--- src/verilog/jdb_pkg.sv ---
// Constants, states and carrier types for the jog and DC brake controller.
// Assumes a single 200 MHz clock; frequencies are in 0.01 Hz steps.
`default_nettype none
package jdb_pkg;
    // Clock and time bases
    localparam int CLK_PERIOD_NS = 5;
    localparam int DELAY_UNIT_MS = 100;
    localparam int DELAY_UNIT_CYC = DELAY_UNIT_MS * 1000000 / CLK_PERIOD_NS;
    localparam int RAMP_STEP_US = 100;
    localparam int RAMP_STEP_CYC = RAMP_STEP_US * 1000 / CLK_PERIOD_NS;
    // Frequency scaling and limits
    localparam int FREQ_PER_HZ = 100;
    localparam int JOG_MAX_HZ = 10;
    localparam logic [15:0] JOG_LIMIT = 16'(JOG_MAX_HZ * FREQ_PER_HZ);
    localparam logic [5:0] DELAY_MIN = 6'h01;
    localparam logic [5:0] DELAY_MAX = 6'h32;
    localparam logic [6:0] FORCE_MAX = 7'h64;
    // Register byte offsets
    localparam logic [7:0] ADDR_CTRL = 8'h00;
    localparam logic [7:0] ADDR_JOGF = 8'h04;
    localparam logic [7:0] ADDR_STARTF = 8'h08;
    localparam logic [7:0] ADDR_RUNF = 8'h0C;
    localparam logic [7:0] ADDR_DELAY = 8'h10;
    localparam logic [7:0] ADDR_FORCE = 8'h14;
    localparam logic [7:0] ADDR_STATUS = 8'h18;
    // Field codes
    localparam logic [1:0] SRC_TERMINAL = 2'h1;
    localparam logic [1:0] STOP_COAST = 2'h0;
    localparam logic [1:0] STOP_DECEL = 2'h1;
    localparam logic [1:0] STOP_DCB = 2'h2;
    localparam logic [1:0] RESP_OKAY = 2'h0;
    localparam logic [1:0] RESP_SLVERR = 2'h2;
    // Values after reset
    localparam logic [1:0] RST_RUN_SRC = 2'h1;
    localparam logic [15:0] RST_JOGF = 16'h01F4;
    localparam logic [15:0] RST_STARTF = 16'h0032;
    localparam logic [15:0] RST_RUNF = 16'h1388;
    localparam logic [5:0] RST_DELAY = 6'h05;
    localparam logic [6:0] RST_FORCE = 7'h32;

    typedef struct packed {
        logic [1:0] run_src;
        logic delay_en;
        logic [1:0] jog_stop;
        logic [15:0] jog_freq;
        logic [15:0] start_freq;
        logic [15:0] run_freq;
        logic [5:0] delay;
        logic [6:0] force_pct;
    } jdb_cfg_t;

    typedef struct packed {
        logic jog;
        logic brake;
        logic fwd;
        logic rev;
        logic kp_run;
        logic kp_stop;
    } jdb_pins_t;

    typedef enum logic [6:0] {
        ST_STOP = 7'h01,
        ST_RUN = 7'h02,
        ST_JOG = 7'h04,
        ST_DECEL = 7'h08,
        ST_WAIT = 7'h10,
        ST_BRAKE = 7'h20,
        ST_JBRAKE = 7'h40
    } jdb_state_t;
endpackage
`default_nettype wire

--- src/verilog/jdb_ctrl.sv ---
// Jog and external DC brake control with an AXI4-Lite register slave.
// Assumes terminal and keypad pins are asynchronous and drive a motor stage.
// What this block does
// - Jog output never above 10 Hz
// - Jog takes frequency from jog setting
// - Jog frequency applied as step, no ramp
// - Jog input plus run command starts jogging
// - Jog ends by coast, decel or DC brake
// - Jog input off leaves jog mode
// - No jog at 0 Hz or below start
// - Brake input active enables DC braking
// - Brake delay settable 0.1 to 5.0 s
// - Brake force settable 0 to 100 percent
// - Terminal run: release ramps back to frequency
// - Keypad run: after release output stays off
// - Keypad delayed: coast, then brake, then off
`default_nettype none
module jdb_ctrl
    import jdb_pkg::*;
#(
    parameter int RAMP_CYC = RAMP_STEP_CYC,
    parameter int UNIT_CYC = DELAY_UNIT_CYC
) (
    input wire logic aclk, // System clock
    input wire logic aresetn, // Synchronous reset, low
    input wire logic [7:0] awaddr, // Write address
    input wire logic awvalid, // Write address valid
    output logic awready, // Write address ready
    input wire logic [31:0] wdata, // Write data
    input wire logic [3:0] wstrb, // Write byte strobes
    input wire logic wvalid, // Write data valid
    output logic wready, // Write data ready
    output logic [1:0] bresp, // Write response
    output logic bvalid, // Write response valid
    input wire logic bready, // Write response ready
    input wire logic [7:0] araddr, // Read address
    input wire logic arvalid, // Read address valid
    output logic arready, // Read address ready
    output logic [31:0] rdata, // Read data
    output logic [1:0] rresp, // Read response
    output logic rvalid, // Read data valid
    input wire logic rready, // Read data ready
    input wire logic jog_input, // Jog terminal
    input wire logic ext_dc_brake_input, // External DC brake terminal
    input wire logic forward_run_input, // Forward run terminal
    input wire logic reverse_run_input, // Reverse run terminal
    input wire logic keypad_run_key, // Keypad run key
    input wire logic keypad_stop_key, // Keypad stop key
    output logic [15:0] out_freq, // Output frequency, 0.01 Hz
    output logic out_enable, // Output stage driving
    output logic dc_brake_on, // DC injection active
    output logic [6:0] dc_brake_force, // Injection force, percent
    output logic jog_active // Jogging now
);
    if (RAMP_CYC < 1 || UNIT_CYC < 1) begin : g_chk
        $error("jdb_ctrl: cycle counts must be at least one");
    end

    jdb_pins_t meta_reg, sync_reg, prev_reg;
    jdb_cfg_t cfg_reg, cfg_next;
    jdb_state_t st_reg, st_next;
    logic [15:0] freq_reg, freq_next;
    logic kp_reg, kp_next;
    logic [31:0] ramp_reg, ramp_next, tick_reg, tick_next;
    logic [5:0] dly_reg, dly_next;
    logic en_next, brk_next;
    logic aw_have_reg, aw_have_next, w_have_reg, w_have_next;
    logic [7:0] aw_q_reg, aw_q_next;
    logic [31:0] w_q_reg, w_q_next;
    logic [3:0] s_q_reg, s_q_next;
    logic bvalid_next, arready_next, rvalid_next;
    logic [1:0] bresp_next, rresp_next;
    logic [31:0] rdata_next;
    logic terminal, run_cmd, jog_cmd, jog_ok, db, kp_press, stop_press;
    logic ramp_tick, unit_tick, timing, expire, wr_fire;
    logic [15:0] jog_clamp;
    jdb_state_t brake_to;

    // Two-stage synchronisers on all pins
    always_ff @(posedge aclk) begin
        if (!aresetn) begin
            meta_reg <= '0;
            sync_reg <= '0;
            prev_reg <= '0;
        end else begin
            meta_reg <= '{jog_input, ext_dc_brake_input, forward_run_input,
                          reverse_run_input, keypad_run_key, keypad_stop_key};
            sync_reg <= meta_reg;
            prev_reg <= sync_reg;
        end
    end

    // Register read value
    function automatic logic [31:0] rd_val(input logic [7:0] a, input jdb_cfg_t c,
                                           input logic [15:0] f, input jdb_state_t s);
        logic [31:0] v;
        v = '0;
        unique case ({a[7:2], 2'b00})
            ADDR_CTRL: v = {26'h0, c.jog_stop, 1'b0, c.delay_en, c.run_src};
            ADDR_JOGF: v = {16'h0, c.jog_freq};
            ADDR_STARTF: v = {16'h0, c.start_freq};
            ADDR_RUNF: v = {16'h0, c.run_freq};
            ADDR_DELAY: v = {26'h0, c.delay};
            ADDR_FORCE: v = {25'h0, c.force_pct};
            ADDR_STATUS: v = {f, 1'b0, s, 8'h0};
            default: v = '0;
        endcase
        return v;
    endfunction

    function automatic logic mapped(input logic [7:0] a);
        return {a[7:2], 2'b00} <= ADDR_STATUS;
    endfunction

    // AXI4-Lite slave next state
    always_comb begin
        logic [31:0] old, wv;
        logic err;
        old = rd_val(aw_q_reg, cfg_reg, freq_reg, st_reg);
        wv = old;
        err = 1'b0;
        cfg_next = cfg_reg;
        aw_have_next = aw_have_reg;
        w_have_next = w_have_reg;
        aw_q_next = aw_q_reg;
        w_q_next = w_q_reg;
        s_q_next = s_q_reg;
        bvalid_next = bvalid;
        bresp_next = bresp;
        arready_next = arready;
        rvalid_next = rvalid;
        rdata_next = rdata;
        rresp_next = rresp;
        wr_fire = aw_have_reg && w_have_reg && !bvalid;
        for (int i = 0; i < 4; i++) begin
            if (s_q_reg[i]) begin
                wv[i*8 +: 8] = w_q_reg[i*8 +: 8];
            end
        end
        if (awvalid && awready) begin
            aw_have_next = 1'b1;
            aw_q_next = awaddr;
        end
        if (wvalid && wready) begin
            w_have_next = 1'b1;
            w_q_next = wdata;
            s_q_next = wstrb;
        end
        if (bvalid && bready) begin
            bvalid_next = 1'b0;
        end
        if (wr_fire) begin
            aw_have_next = 1'b0;
            w_have_next = 1'b0;
            bvalid_next = 1'b1;
            unique case ({aw_q_reg[7:2], 2'b00})
                ADDR_CTRL: begin
                    err = wv[5:4] == 2'h3;
                    if (!err) begin
                        cfg_next.run_src = wv[1:0];
                        cfg_next.delay_en = wv[2];
                        cfg_next.jog_stop = wv[5:4];
                    end
                end
                ADDR_JOGF: cfg_next.jog_freq = wv[15:0];
                ADDR_STARTF: cfg_next.start_freq = wv[15:0];
                ADDR_RUNF: cfg_next.run_freq = wv[15:0];
                ADDR_DELAY: begin
                    err = wv[31:6] != '0 || wv[5:0] < DELAY_MIN || wv[5:0] > DELAY_MAX;
                    if (!err) cfg_next.delay = wv[5:0];
                end
                ADDR_FORCE: begin
                    err = wv[31:7] != '0 || wv[6:0] > FORCE_MAX;
                    if (!err) cfg_next.force_pct = wv[6:0];
                end
                ADDR_STATUS: err = 1'b0;
                default: err = 1'b1;
            endcase
            bresp_next = err ? RESP_SLVERR : RESP_OKAY;
        end
        if (arvalid && arready) begin
            arready_next = 1'b0;
            rvalid_next = 1'b1;
            rdata_next = rd_val(araddr, cfg_reg, freq_reg, st_reg);
            rresp_next = mapped(araddr) ? RESP_OKAY : RESP_SLVERR;
        end else if (rvalid && rready) begin
            rvalid_next = 1'b0;
            arready_next = 1'b1;
        end
    end

    // AXI4-Lite slave registers
    always_ff @(posedge aclk) begin
        if (!aresetn) begin
            cfg_reg <= '{RST_RUN_SRC, 1'b0, STOP_COAST, RST_JOGF, RST_STARTF,
                         RST_RUNF, RST_DELAY, RST_FORCE};
            aw_have_reg <= 1'b0;
            w_have_reg <= 1'b0;
            aw_q_reg <= '0;
            w_q_reg <= '0;
            s_q_reg <= '0;
            awready <= 1'b0;
            wready <= 1'b0;
            bvalid <= 1'b0;
            bresp <= RESP_OKAY;
            arready <= 1'b0;
            rvalid <= 1'b0;
            rdata <= '0;
            rresp <= RESP_OKAY;
        end else begin
            cfg_reg <= cfg_next;
            aw_have_reg <= aw_have_next;
            w_have_reg <= w_have_next;
            aw_q_reg <= aw_q_next;
            w_q_reg <= w_q_next;
            s_q_reg <= s_q_next;
            awready <= !aw_have_next && !bvalid_next;
            wready <= !w_have_next && !bvalid_next;
            bvalid <= bvalid_next;
            bresp <= bresp_next;
            arready <= arready_next || (!rvalid_next && !arready);
            rvalid <= rvalid_next;
            rdata <= rdata_next;
            rresp <= rresp_next;
        end
    end

    // Motor sequence next state
    always_comb begin
        terminal = cfg_reg.run_src == SRC_TERMINAL;
        db = sync_reg.brake;
        kp_press = sync_reg.kp_run && !prev_reg.kp_run;
        stop_press = sync_reg.kp_stop && !prev_reg.kp_stop;
        run_cmd = terminal ? (sync_reg.fwd || sync_reg.rev) : kp_reg;
        jog_cmd = sync_reg.jog && (run_cmd || (terminal && sync_reg.kp_run));
        jog_ok = cfg_reg.jog_freq != '0 && cfg_reg.jog_freq >= cfg_reg.start_freq;
        jog_clamp = cfg_reg.jog_freq > JOG_LIMIT ? JOG_LIMIT : cfg_reg.jog_freq;
        brake_to = (terminal || !cfg_reg.delay_en) ? ST_BRAKE : ST_WAIT;
        ramp_tick = ramp_reg == 32'(RAMP_CYC - 1);
        ramp_next = ramp_tick ? '0 : ramp_reg + 32'h1;
        timing = st_reg == ST_WAIT || st_reg == ST_JBRAKE;
        unit_tick = tick_reg == 32'(UNIT_CYC - 1);
        tick_next = (unit_tick || !timing) ? '0 : tick_reg + 32'h1;
        dly_next = !timing ? '0 : dly_reg + {5'h0, unit_tick};
        expire = dly_reg >= cfg_reg.delay;
        st_next = st_reg;
        freq_next = freq_reg;
        kp_next = kp_reg;
        unique case (st_reg)
            ST_STOP: begin
                freq_next = '0;
                if (db) st_next = brake_to;
                else if (jog_cmd && jog_ok) begin
                    st_next = ST_JOG;
                    freq_next = jog_clamp;
                end else if (run_cmd) st_next = ST_RUN;
            end
            ST_RUN, ST_DECEL: begin
                if (db) begin
                    st_next = brake_to;
                    freq_next = '0;
                end else if (run_cmd) begin
                    st_next = ST_RUN;
                    if (ramp_tick && freq_reg < cfg_reg.run_freq) freq_next = freq_reg + 16'h1;
                    if (ramp_tick && freq_reg > cfg_reg.run_freq) freq_next = freq_reg - 16'h1;
                end else begin
                    st_next = ST_DECEL;
                    if (freq_reg == '0) st_next = ST_STOP;
                    else if (ramp_tick) freq_next = freq_reg - 16'h1;
                end
            end
            ST_JOG: begin
                freq_next = jog_clamp;
                if (db) begin
                    st_next = brake_to;
                    freq_next = '0;
                end else if (!jog_cmd) begin
                    unique case (cfg_reg.jog_stop)
                        STOP_DECEL: st_next = ST_DECEL;
                        STOP_DCB: st_next = ST_JBRAKE;
                        default: st_next = ST_STOP;
                    endcase
                    if (cfg_reg.jog_stop != STOP_DECEL) freq_next = '0;
                end
            end
            ST_WAIT: begin
                if (!db) st_next = ST_STOP;
                else if (expire) st_next = ST_BRAKE;
            end
            ST_BRAKE: begin
                if (!db) st_next = (terminal && run_cmd) ? ST_RUN : ST_STOP;
            end
            ST_JBRAKE: begin
                if (db) st_next = brake_to;
                else if (expire) st_next = ST_STOP;
            end
            default: st_next = ST_STOP;
        endcase
        if (stop_press || (!terminal && (st_next == ST_BRAKE || st_next == ST_WAIT))) begin
            kp_next = 1'b0;
        end else if (kp_press && !terminal) begin
            kp_next = 1'b1;
        end
        en_next = st_next == ST_RUN || st_next == ST_JOG || st_next == ST_DECEL;
        brk_next = st_next == ST_BRAKE || st_next == ST_JBRAKE;
    end

    // Motor sequence registers
    always_ff @(posedge aclk) begin
        if (!aresetn) begin
            st_reg <= ST_STOP;
            freq_reg <= '0;
            kp_reg <= 1'b0;
            ramp_reg <= '0;
            tick_reg <= '0;
            dly_reg <= '0;
            out_freq <= '0;
            out_enable <= 1'b0;
            dc_brake_on <= 1'b0;
            dc_brake_force <= '0;
            jog_active <= 1'b0;
        end else begin
            st_reg <= st_next;
            freq_reg <= freq_next;
            kp_reg <= kp_next;
            ramp_reg <= ramp_next;
            tick_reg <= tick_next;
            dly_reg <= dly_next;
            out_freq <= freq_next;
            out_enable <= en_next;
            dc_brake_on <= brk_next;
            dc_brake_force <= brk_next ? cfg_reg.force_pct : '0;
            jog_active <= st_next == ST_JOG;
        end
    end
endmodule
`default_nettype wire

--- config.mk ---
export PLATFORM = sky130hd
export DESIGN_NAME = jdb_ctrl
export DESIGN_NICKNAME = d
export VERILOG_FILES = /design/src/verilog/jdb_pkg.sv /design/src/verilog/jdb_ctrl.sv
export SDC_FILE = /design/constraint.sdc
export NUM_CORES = 1
export LEC_CHECK = 0
export BUFFER_PORTS_ARGS = -buffer_cell sky130_fd_sc_hd__buf_2
export CORE_AREA = 2 2 201 203
export CTS_CLUSTER_DIAMETER = 80
export DETAILED_ROUTE_END_ITERATION = 12
export DIE_AREA = 0 0 203 205
export RECOVER_POWER = 100
export SLEW_MARGIN = 40
export SYNTH_ARGS = -nofsm -noshare
export SYNTH_HDL_FRONTEND = slang
export SYNTH_SLANG_ARGS = --single-unit
--- constraint.sdc ---
create_clock -name aclk -period 4.1 [get_ports aclk]
set_clock_uncertainty 0.1 [all_clocks]
set_input_delay 0.205 -clock aclk [delete_from_list [all_inputs] [get_ports aclk]]
set_output_delay 0.205 -clock aclk [all_outputs]
set_load 0.02 [all_outputs]
==> flow_metrics.py, run 1 <==
metrics = {
    "synthesis": {
        "syn-cell-area_sq_um": 13600,
        "synthArstFlopShare_pct": 0,
        "ys_types": 83,
        "ys_ff_latch": 267,
        "synth-edff-count": 0,
        "synthMostInstantiatedCell": "dfxtp_1",
        "syn_avg_cell_area_sq_um": 8.11,
        "synth_largest_type_area_fraction_pct": 39.2,
        "postSynthCellCount": 1680,
        "synth.area.top_cells": "dfxtp_1 39%, nand2_1 7.0%, nor2_1 4.7%",
        "synth-main-ff-cell": "dfxtp_1",
        "synth.yosys.seq_area_share_pct": 39.2,
        "yosys.area.top_type": "dfxtp_1",
        "yosys_warnings": 0,
        "synth_commonest_cells": "267 x dfxtp_1, 255 x nand2_1, 170 x nor2_1",
    },
    "worst_setup_path": {
        "ff_to_ff_start": "aw_q_reg[5]$_SDFFE_PN0P_",
        "regToRegEndpoint": "cfg_reg[7]$_SDFFE_PN1P_",
        "ff2ff_setup_slack_ps": 410,
        "cp-start-kind": "flop",
        "timing_worst_setup_path_type": "flop to flop",
        "crit_required_ps": 4370,
        "critical_path_maximum_fanout": 10,
        "setup.worst_path.end_class": "flop",
        "rr_worst_depth": 8,
        "worst_ep_arrival_time_ps": 3960,
    },
    "drt": {
        "drt-total-wl_um": 40700,
        "routed_via_density": 5.33,
        "routed_wl_per_cell_um": 17.1,
        "drc": 0,
        "detailedRoute.firstIterationViolations": 1030,
        "dr.pass1.iters": 5,
        "drtAntennaViolNets": 0,
        "vias": 12700,
    },
    "sta": {
        "final.period_utilization_pct": 90.0,
        "final.min_clock_period_ps": 3690,
        "timing.final.setup_violations": 0,
        "fmax_mhz": 271,
        "fin_worst_hold_slack_ps": 76.8,
        "grt_setup_unrepaired": "false",
        "final_hold_viol_count": 0,
        "worst_slew_margin_relative_to_its_limit_pct": -2.86,
        "worst_slew_pin_slew_ps": 1540,
        "setup_total_negative_slack_ps": 0,
        "maxSlewViolCount": 34,
        "layout_setup_ws_ps": 409,
    },
    "worst_hold_path": {
        "hold_path_class": "input pin to flop",
        "hold_path.startpoint": "araddr[3]",
        "hold_endpoint": "rresp[1]$_SDFFE_PN0P_",
        "timing.hold.worst_path_depth": 3,
    },
    "clocking": {
        "ctsResizeCount": 0,
        "cts-root-to-sink-buffers": 3,
        "htree_levels": 1,
        "numCtsBuffers": 31,
        "clockRootBuffer": "clkbuf_16",
        "tritoncts_clock_tree": "built",
        "worstSkewPairLatency_ps": 590,
        "worst_setup_hold_path_clk_slew_ps": 60,
        "tritoncts_num_sinks": 267,
    },
    "floorplan": {
        "die_h_um": 205,
        "die_area_sq_um": 41600,
        "floorplan.initialDensity_pct": 34.6,
        "core_area_sq_um": 39400,
        "ios": 132,
        "num_rows": 73,
        "dieWidth_um": 203,
    },
    "final_layout": {
        "largest_register_ff_count": 66,
        "finalNetCount": 1943,
        "antenna_cells_inserted": 0,
        "area_growth_syn_to_layout_pct": 19.4,
        "layout-drive-gt1-share_pct": 9.11,
    },
    "placement": {
        "post-dp-hpwl_um": 29300,
        "gp_routability_congestion": 0.876,
        "pre_cts_ws_ps": 773,
        "port_buffers": 125,
    },
    "pwr": {
        "power.ir.vdd_worst_mv": 0.322,
        "power_leakage_nw": 6.01,
        "power_density_nw_per_um2": 373,
    },
    "grt": {
        "grt.overflow.total": 0,
        "number_of_antenna_violations_at_the_first_check_in_global_routing": 0,
        "grt_use_total_pct": 19.0,
        "grt_pass1_wl_um": 64000,
        "grt_pass1_vias": 11800,
        "pin_count_of_the_biggest_net_entering_global_routing": 91,
    },
    "job": {
        "number_of_max_capacitance_violations_reported": 1,
    },
    "status": {
        "outcome": "finished, violations left",
        "failing_checks": "capacitance limit, slew limit",
    },
}
-- critical path, stage by stage, from the launching register on --
cell and delay [ps]:
dfxtp_1 340, nor3_1 950, and3_1 370, o2bb2ai_1 140, o31a_1 470, nor4_1 160, or4_1 630, nor3_1 210
o21ai_0 100
-- stage by stage --
stage | cell area [sq um] | instances | utilization, % | power (W)
floorplan | 13600 | 1681 | - | 0.00321
global placement | 14700 | 2257 | 37.4 | 0.00342
detailed placement | 14800 | 2258 | 37.5 | 0.00343
CTS | 16400 | 2380 | 41.6 | 0.00614
global route | 16300 | 2380 | 41.3 | 0.00632
finish | 16300 | 2380 | 41.3 | 0.00608
-- where the power goes --
part	total [W]	leakage [nW]	internal [W]	switching [W]
clock	0.00265	0.484	0.00155	0.00111
sequential	0.00272	2.16	0.00264	0.0000724
combinational	0.000707	3.36	0.000274	0.000432
total	0.00608	6.01	0.00446	0.00161
-- cell families after synthesis --
kind of cell / after synthesis / share of synthesized area [%]
AO/OA/AOI/OAI: 362 / 17.7
XOR/XNOR: 67 / 4.31
adder cells (fa/ha/maj): 47 / 4.32
buffers and inverters: 166 / 4.89
flip-flops: 267 / 39.2
multiplexers: 61 / 4.69
other: 1 / 0.0275
AND/OR/NAND/NOR: 709 / 24.9
-- how the worst max path moves through the flow --
stage                               end  slack (ps)  cells after the start                       from
6_report        cfg_reg[7]$_SDFFE_PN1P_         410                      8   aw_q_reg[5]$_SDFFE_PN0P_
5_1_grt         cfg_reg[7]$_SDFFE_PN1P_         300                      8   aw_q_reg[5]$_SDFFE_PN0P_
4_1_cts         cfg_reg[7]$_SDFFE_PN1P_         730                      9   aw_q_reg[2]$_SDFFE_PN0P_
3_5_place_dp   cfg_reg[10]$_SDFFE_PN0P_         770                      9   aw_q_reg[2]$_SDFFE_PN0P_
3_3_place_gp   cfg_reg[11]$_SDFFE_PN0P_         840                     10   aw_q_reg[3]$_SDFFE_PN0P_
2_1_floorplan  freq_reg[6]$_SDFFE_PN0P_        1250                     10  freq_reg[15]$_SDFFE_PN0P_
-- cell usage in the layout (no fill, tap or decap), drive strengths merged, types with 47 or more instances in the layout --
master	instances
a21oi	111
ha	47
dfxtp	267
nand2	255
buf	86
dlygate4sd3	65
clkbuf	116
nand3	54
o21ai	66
nor2	170
inv	64
-- routing by layer --
layer,global-route usage [%],part of all wire (%),vias to the layer above
met3,3.32,7.4,40
li1,-,-,6278
met1,26.9,47,5939
met5,0,0,-
met4,4.80,1.6,0
met2,30.0,44,420
-- area by class of cell --
cell class	instances	area, sq um
fill	3971	23100
multi-input combinational	1248	7630
sequential	267	5350
timing repair buffer	219	1420
clock buffer	48	930
tap	525	657
inverter	64	241
clock inverter	9	53.8
-- what timing repair did --
action,CTS,global route
hold endpoints to repair,73,0
setup buffers,0,0
hold buffers,65,0
Power figures use the tool's default switching activity.
==> run 2: changes to the inputs <==
Clock period 4.1 ns to 4.8 ns, I/O delays scaled along.
==> flow_metrics.py, run 2 (same netlist as run 1, synthesis figures left out) <==
metrics = {
    "status": {
        "outcome": "finished, violations left",
        "failing_checks": "capacitance limit, slew limit",
    },
    "job": {
        "number_of_max_capacitance_violations_reported": 1,
    },
    "clocking": {
        "tritoncts_clock_tree": "built",
        "worstSkewPairLatency_ps": 590,
        "tritoncts_num_sinks": 267,
        "cts_hold_buffers": 58,
        "setup_fix_bufs_post_cts": 0,
        "numCtsBuffers": 31,
        "ctsResizeCount": 0,
        "worst_setup_hold_path_clk_slew_ps": 60,
        "clockRootBuffer": "clkbuf_16",
        "cts-root-to-sink-buffers": 3,
        "htree_levels": 1,
    },
    "drt": {
        "detailedRoute.firstIterationViolations": 956,
        "drtAntennaViolNets": 0,
        "drc": 0,
        "routed_wl_per_cell_um": 17.2,
        "dr.pass1.iters": 5,
        "vias": 12600,
        "routed_via_density": 5.34,
        "drt-total-wl_um": 40700,
    },
    "sta": {
        "setup_total_negative_slack_ps": 0,
        "final.min_clock_period_ps": 3980,
        "fin_worst_hold_slack_ps": 93.0,
        "worst_slew_pin_slew_ps": 1910,
        "layout_setup_ws_ps": 818,
        "final.period_utilization_pct": 83.0,
        "worst_slew_margin_relative_to_its_limit_pct": -27.2,
        "grt_setup_unrepaired": "false",
        "fmax_mhz": 251,
        "maxSlewViolCount": 38,
        "final_hold_viol_count": 0,
        "timing.final.setup_violations": 0,
    },
    "pwr": {
        "power_leakage_nw": 5.95,
        "power.ir.vdd_worst_mv": 0.274,
        "power_density_nw_per_um2": 324,
    },
    "placement": {
        "port_buffers": 125,
        "gp_routability_congestion": 0.929,
        "post-dp-hpwl_um": 29200,
        "pre_cts_ws_ps": 1050,
        "place_area_sq_um": 14700,
    },
    "worst_setup_path": {
        "rr_worst_depth": 8,
        "timing_worst_setup_path_type": "flop to flop",
        "setup.worst_path.end_class": "flop",
        "crit_path_end": "cfg_reg[4]$_SDFFE_PN1P_",
        "ff2ff_setup_slack_ps": 820,
        "ff_to_ff_start": "aw_q_reg[5]$_SDFFE_PN0P_",
        "critical_path_maximum_fanout": 12,
        "crit_required_ps": 5080,
        "cp-start-kind": "flop",
        "worst_ep_arrival_time_ps": 4270,
        "regToRegEndpoint": "cfg_reg[4]$_SDFFE_PN1P_",
        "worstSetupStartpoint": "aw_q_reg[5]$_SDFFE_PN0P_",
    },
    "final_layout": {
        "finalNetCount": 1927,
        "layout-drive-gt1-share_pct": 8.86,
        "most_common_cell_after_layout_fill_and_taps_aside": "dfxtp_1",
        "final_util_pct": 41.1,
        "multiInputGateArea_sq_um": 7650,
        "largest_register_ff_count": 66,
        "fillers": 3937,
        "antenna_cells_inserted": 0,
        "area_growth_syn_to_layout_pct": 18.7,
        "area_of_all_sequential_standard_cells_sq_um": 5350,
        "stdcell_area_sq_um": 16200,
        "most-common-layout-cells": "266 x dfxtp_1, 254 x nand2_1, 170 x nor2_1, 111 x a21oi_1, 73 x clkbuf_1",
    },
    "grt": {
        "grt.overflow.total": 0,
        "grt_use_total_pct": 19.2,
        "pin_count_of_the_biggest_net_entering_global_routing": 88,
        "grt_pass1_wl_um": 64600,
        "number_of_antenna_violations_at_the_first_check_in_global_routing": 0,
        "grt_pass1_vias": 12000,
    },
    "worst_hold_path": {
        "hold_path_class": "input pin to flop",
        "hold_path.startpoint": "araddr[3]",
    },
    "floorplan": {
        "die_h_um": 205,
        "ios": 132,
        "dieWidth_um": 203,
        "floorplan.initialDensity_pct": 34.6,
        "core_area_sq_um": 39400,
        "die_area_sq_um": 41600,
        "num_rows": 73,
    },
}
-- run 2: worst max-delay path, cell delays in order (launching register included) --
cell       delay (ps)
dfxtp_1           330
nor3_1           1040
a21oi_1           280
a21oi_1           230
o31a_1            460
a211oi_1          140
o2111ai_1         860
mux2i_1           270
nand2_1            70
-- run 2: layer usage --
layer / GRT usage [%] / share of wire, %
met5: 0 / 0
met4: 4.33 / 2.1
met3: 3.72 / 7.2
met2: 30.7 / 44
met1: 26.8 / 47
-- run 2: power breakdown --
part | total (W) | internal [W] | switching, W
logic | 0.000592 | 0.000220 | 0.000372
registers | 0.00232 | 0.00226 | 0.0000657
clock network | 0.00233 | 0.00135 | 0.000979
total | 0.00525 | 0.00383 | 0.00142
-- run 2: how the worst min path moves through the flow --
stage                             endpoint  slack, ps  cells after the start
detailed placement  sync_reg[1]$_SDFF_PN0_        320                      1
global placement    sync_reg[1]$_SDFF_PN0_        320                      1
CTS                   st_reg[0]$_SDFF_PN1_         20                      2
global route         rresp[1]$_SDFFE_PN0P_        100                      3
finish               rresp[1]$_SDFFE_PN0P_         90                      3
floorplan            rresp[1]$_SDFFE_PN0P_        260                      1
-- run 2: area by class of cell --
class | count | area share, %
Clock buffer | 40 | 5.44
Clock inverter | 18 | 0.897
Inverter | 64 | 1.49
Multi-Input combinational cell | 1248 | 47.3
Sequential cell | 267 | 33.0
Tap cell | 525 | 4.06
Timing Repair Buffer | 203 | 7.80
-- run 2: per-stage QoR --
stage / cells / total power, W
floorplan: 1681 / 0.00274
global placement: 2247 / 0.00291
detailed placement: 2248 / 0.00293
CTS: 2364 / 0.00531
global route: 2365 / 0.00546
finish: 2365 / 0.00525
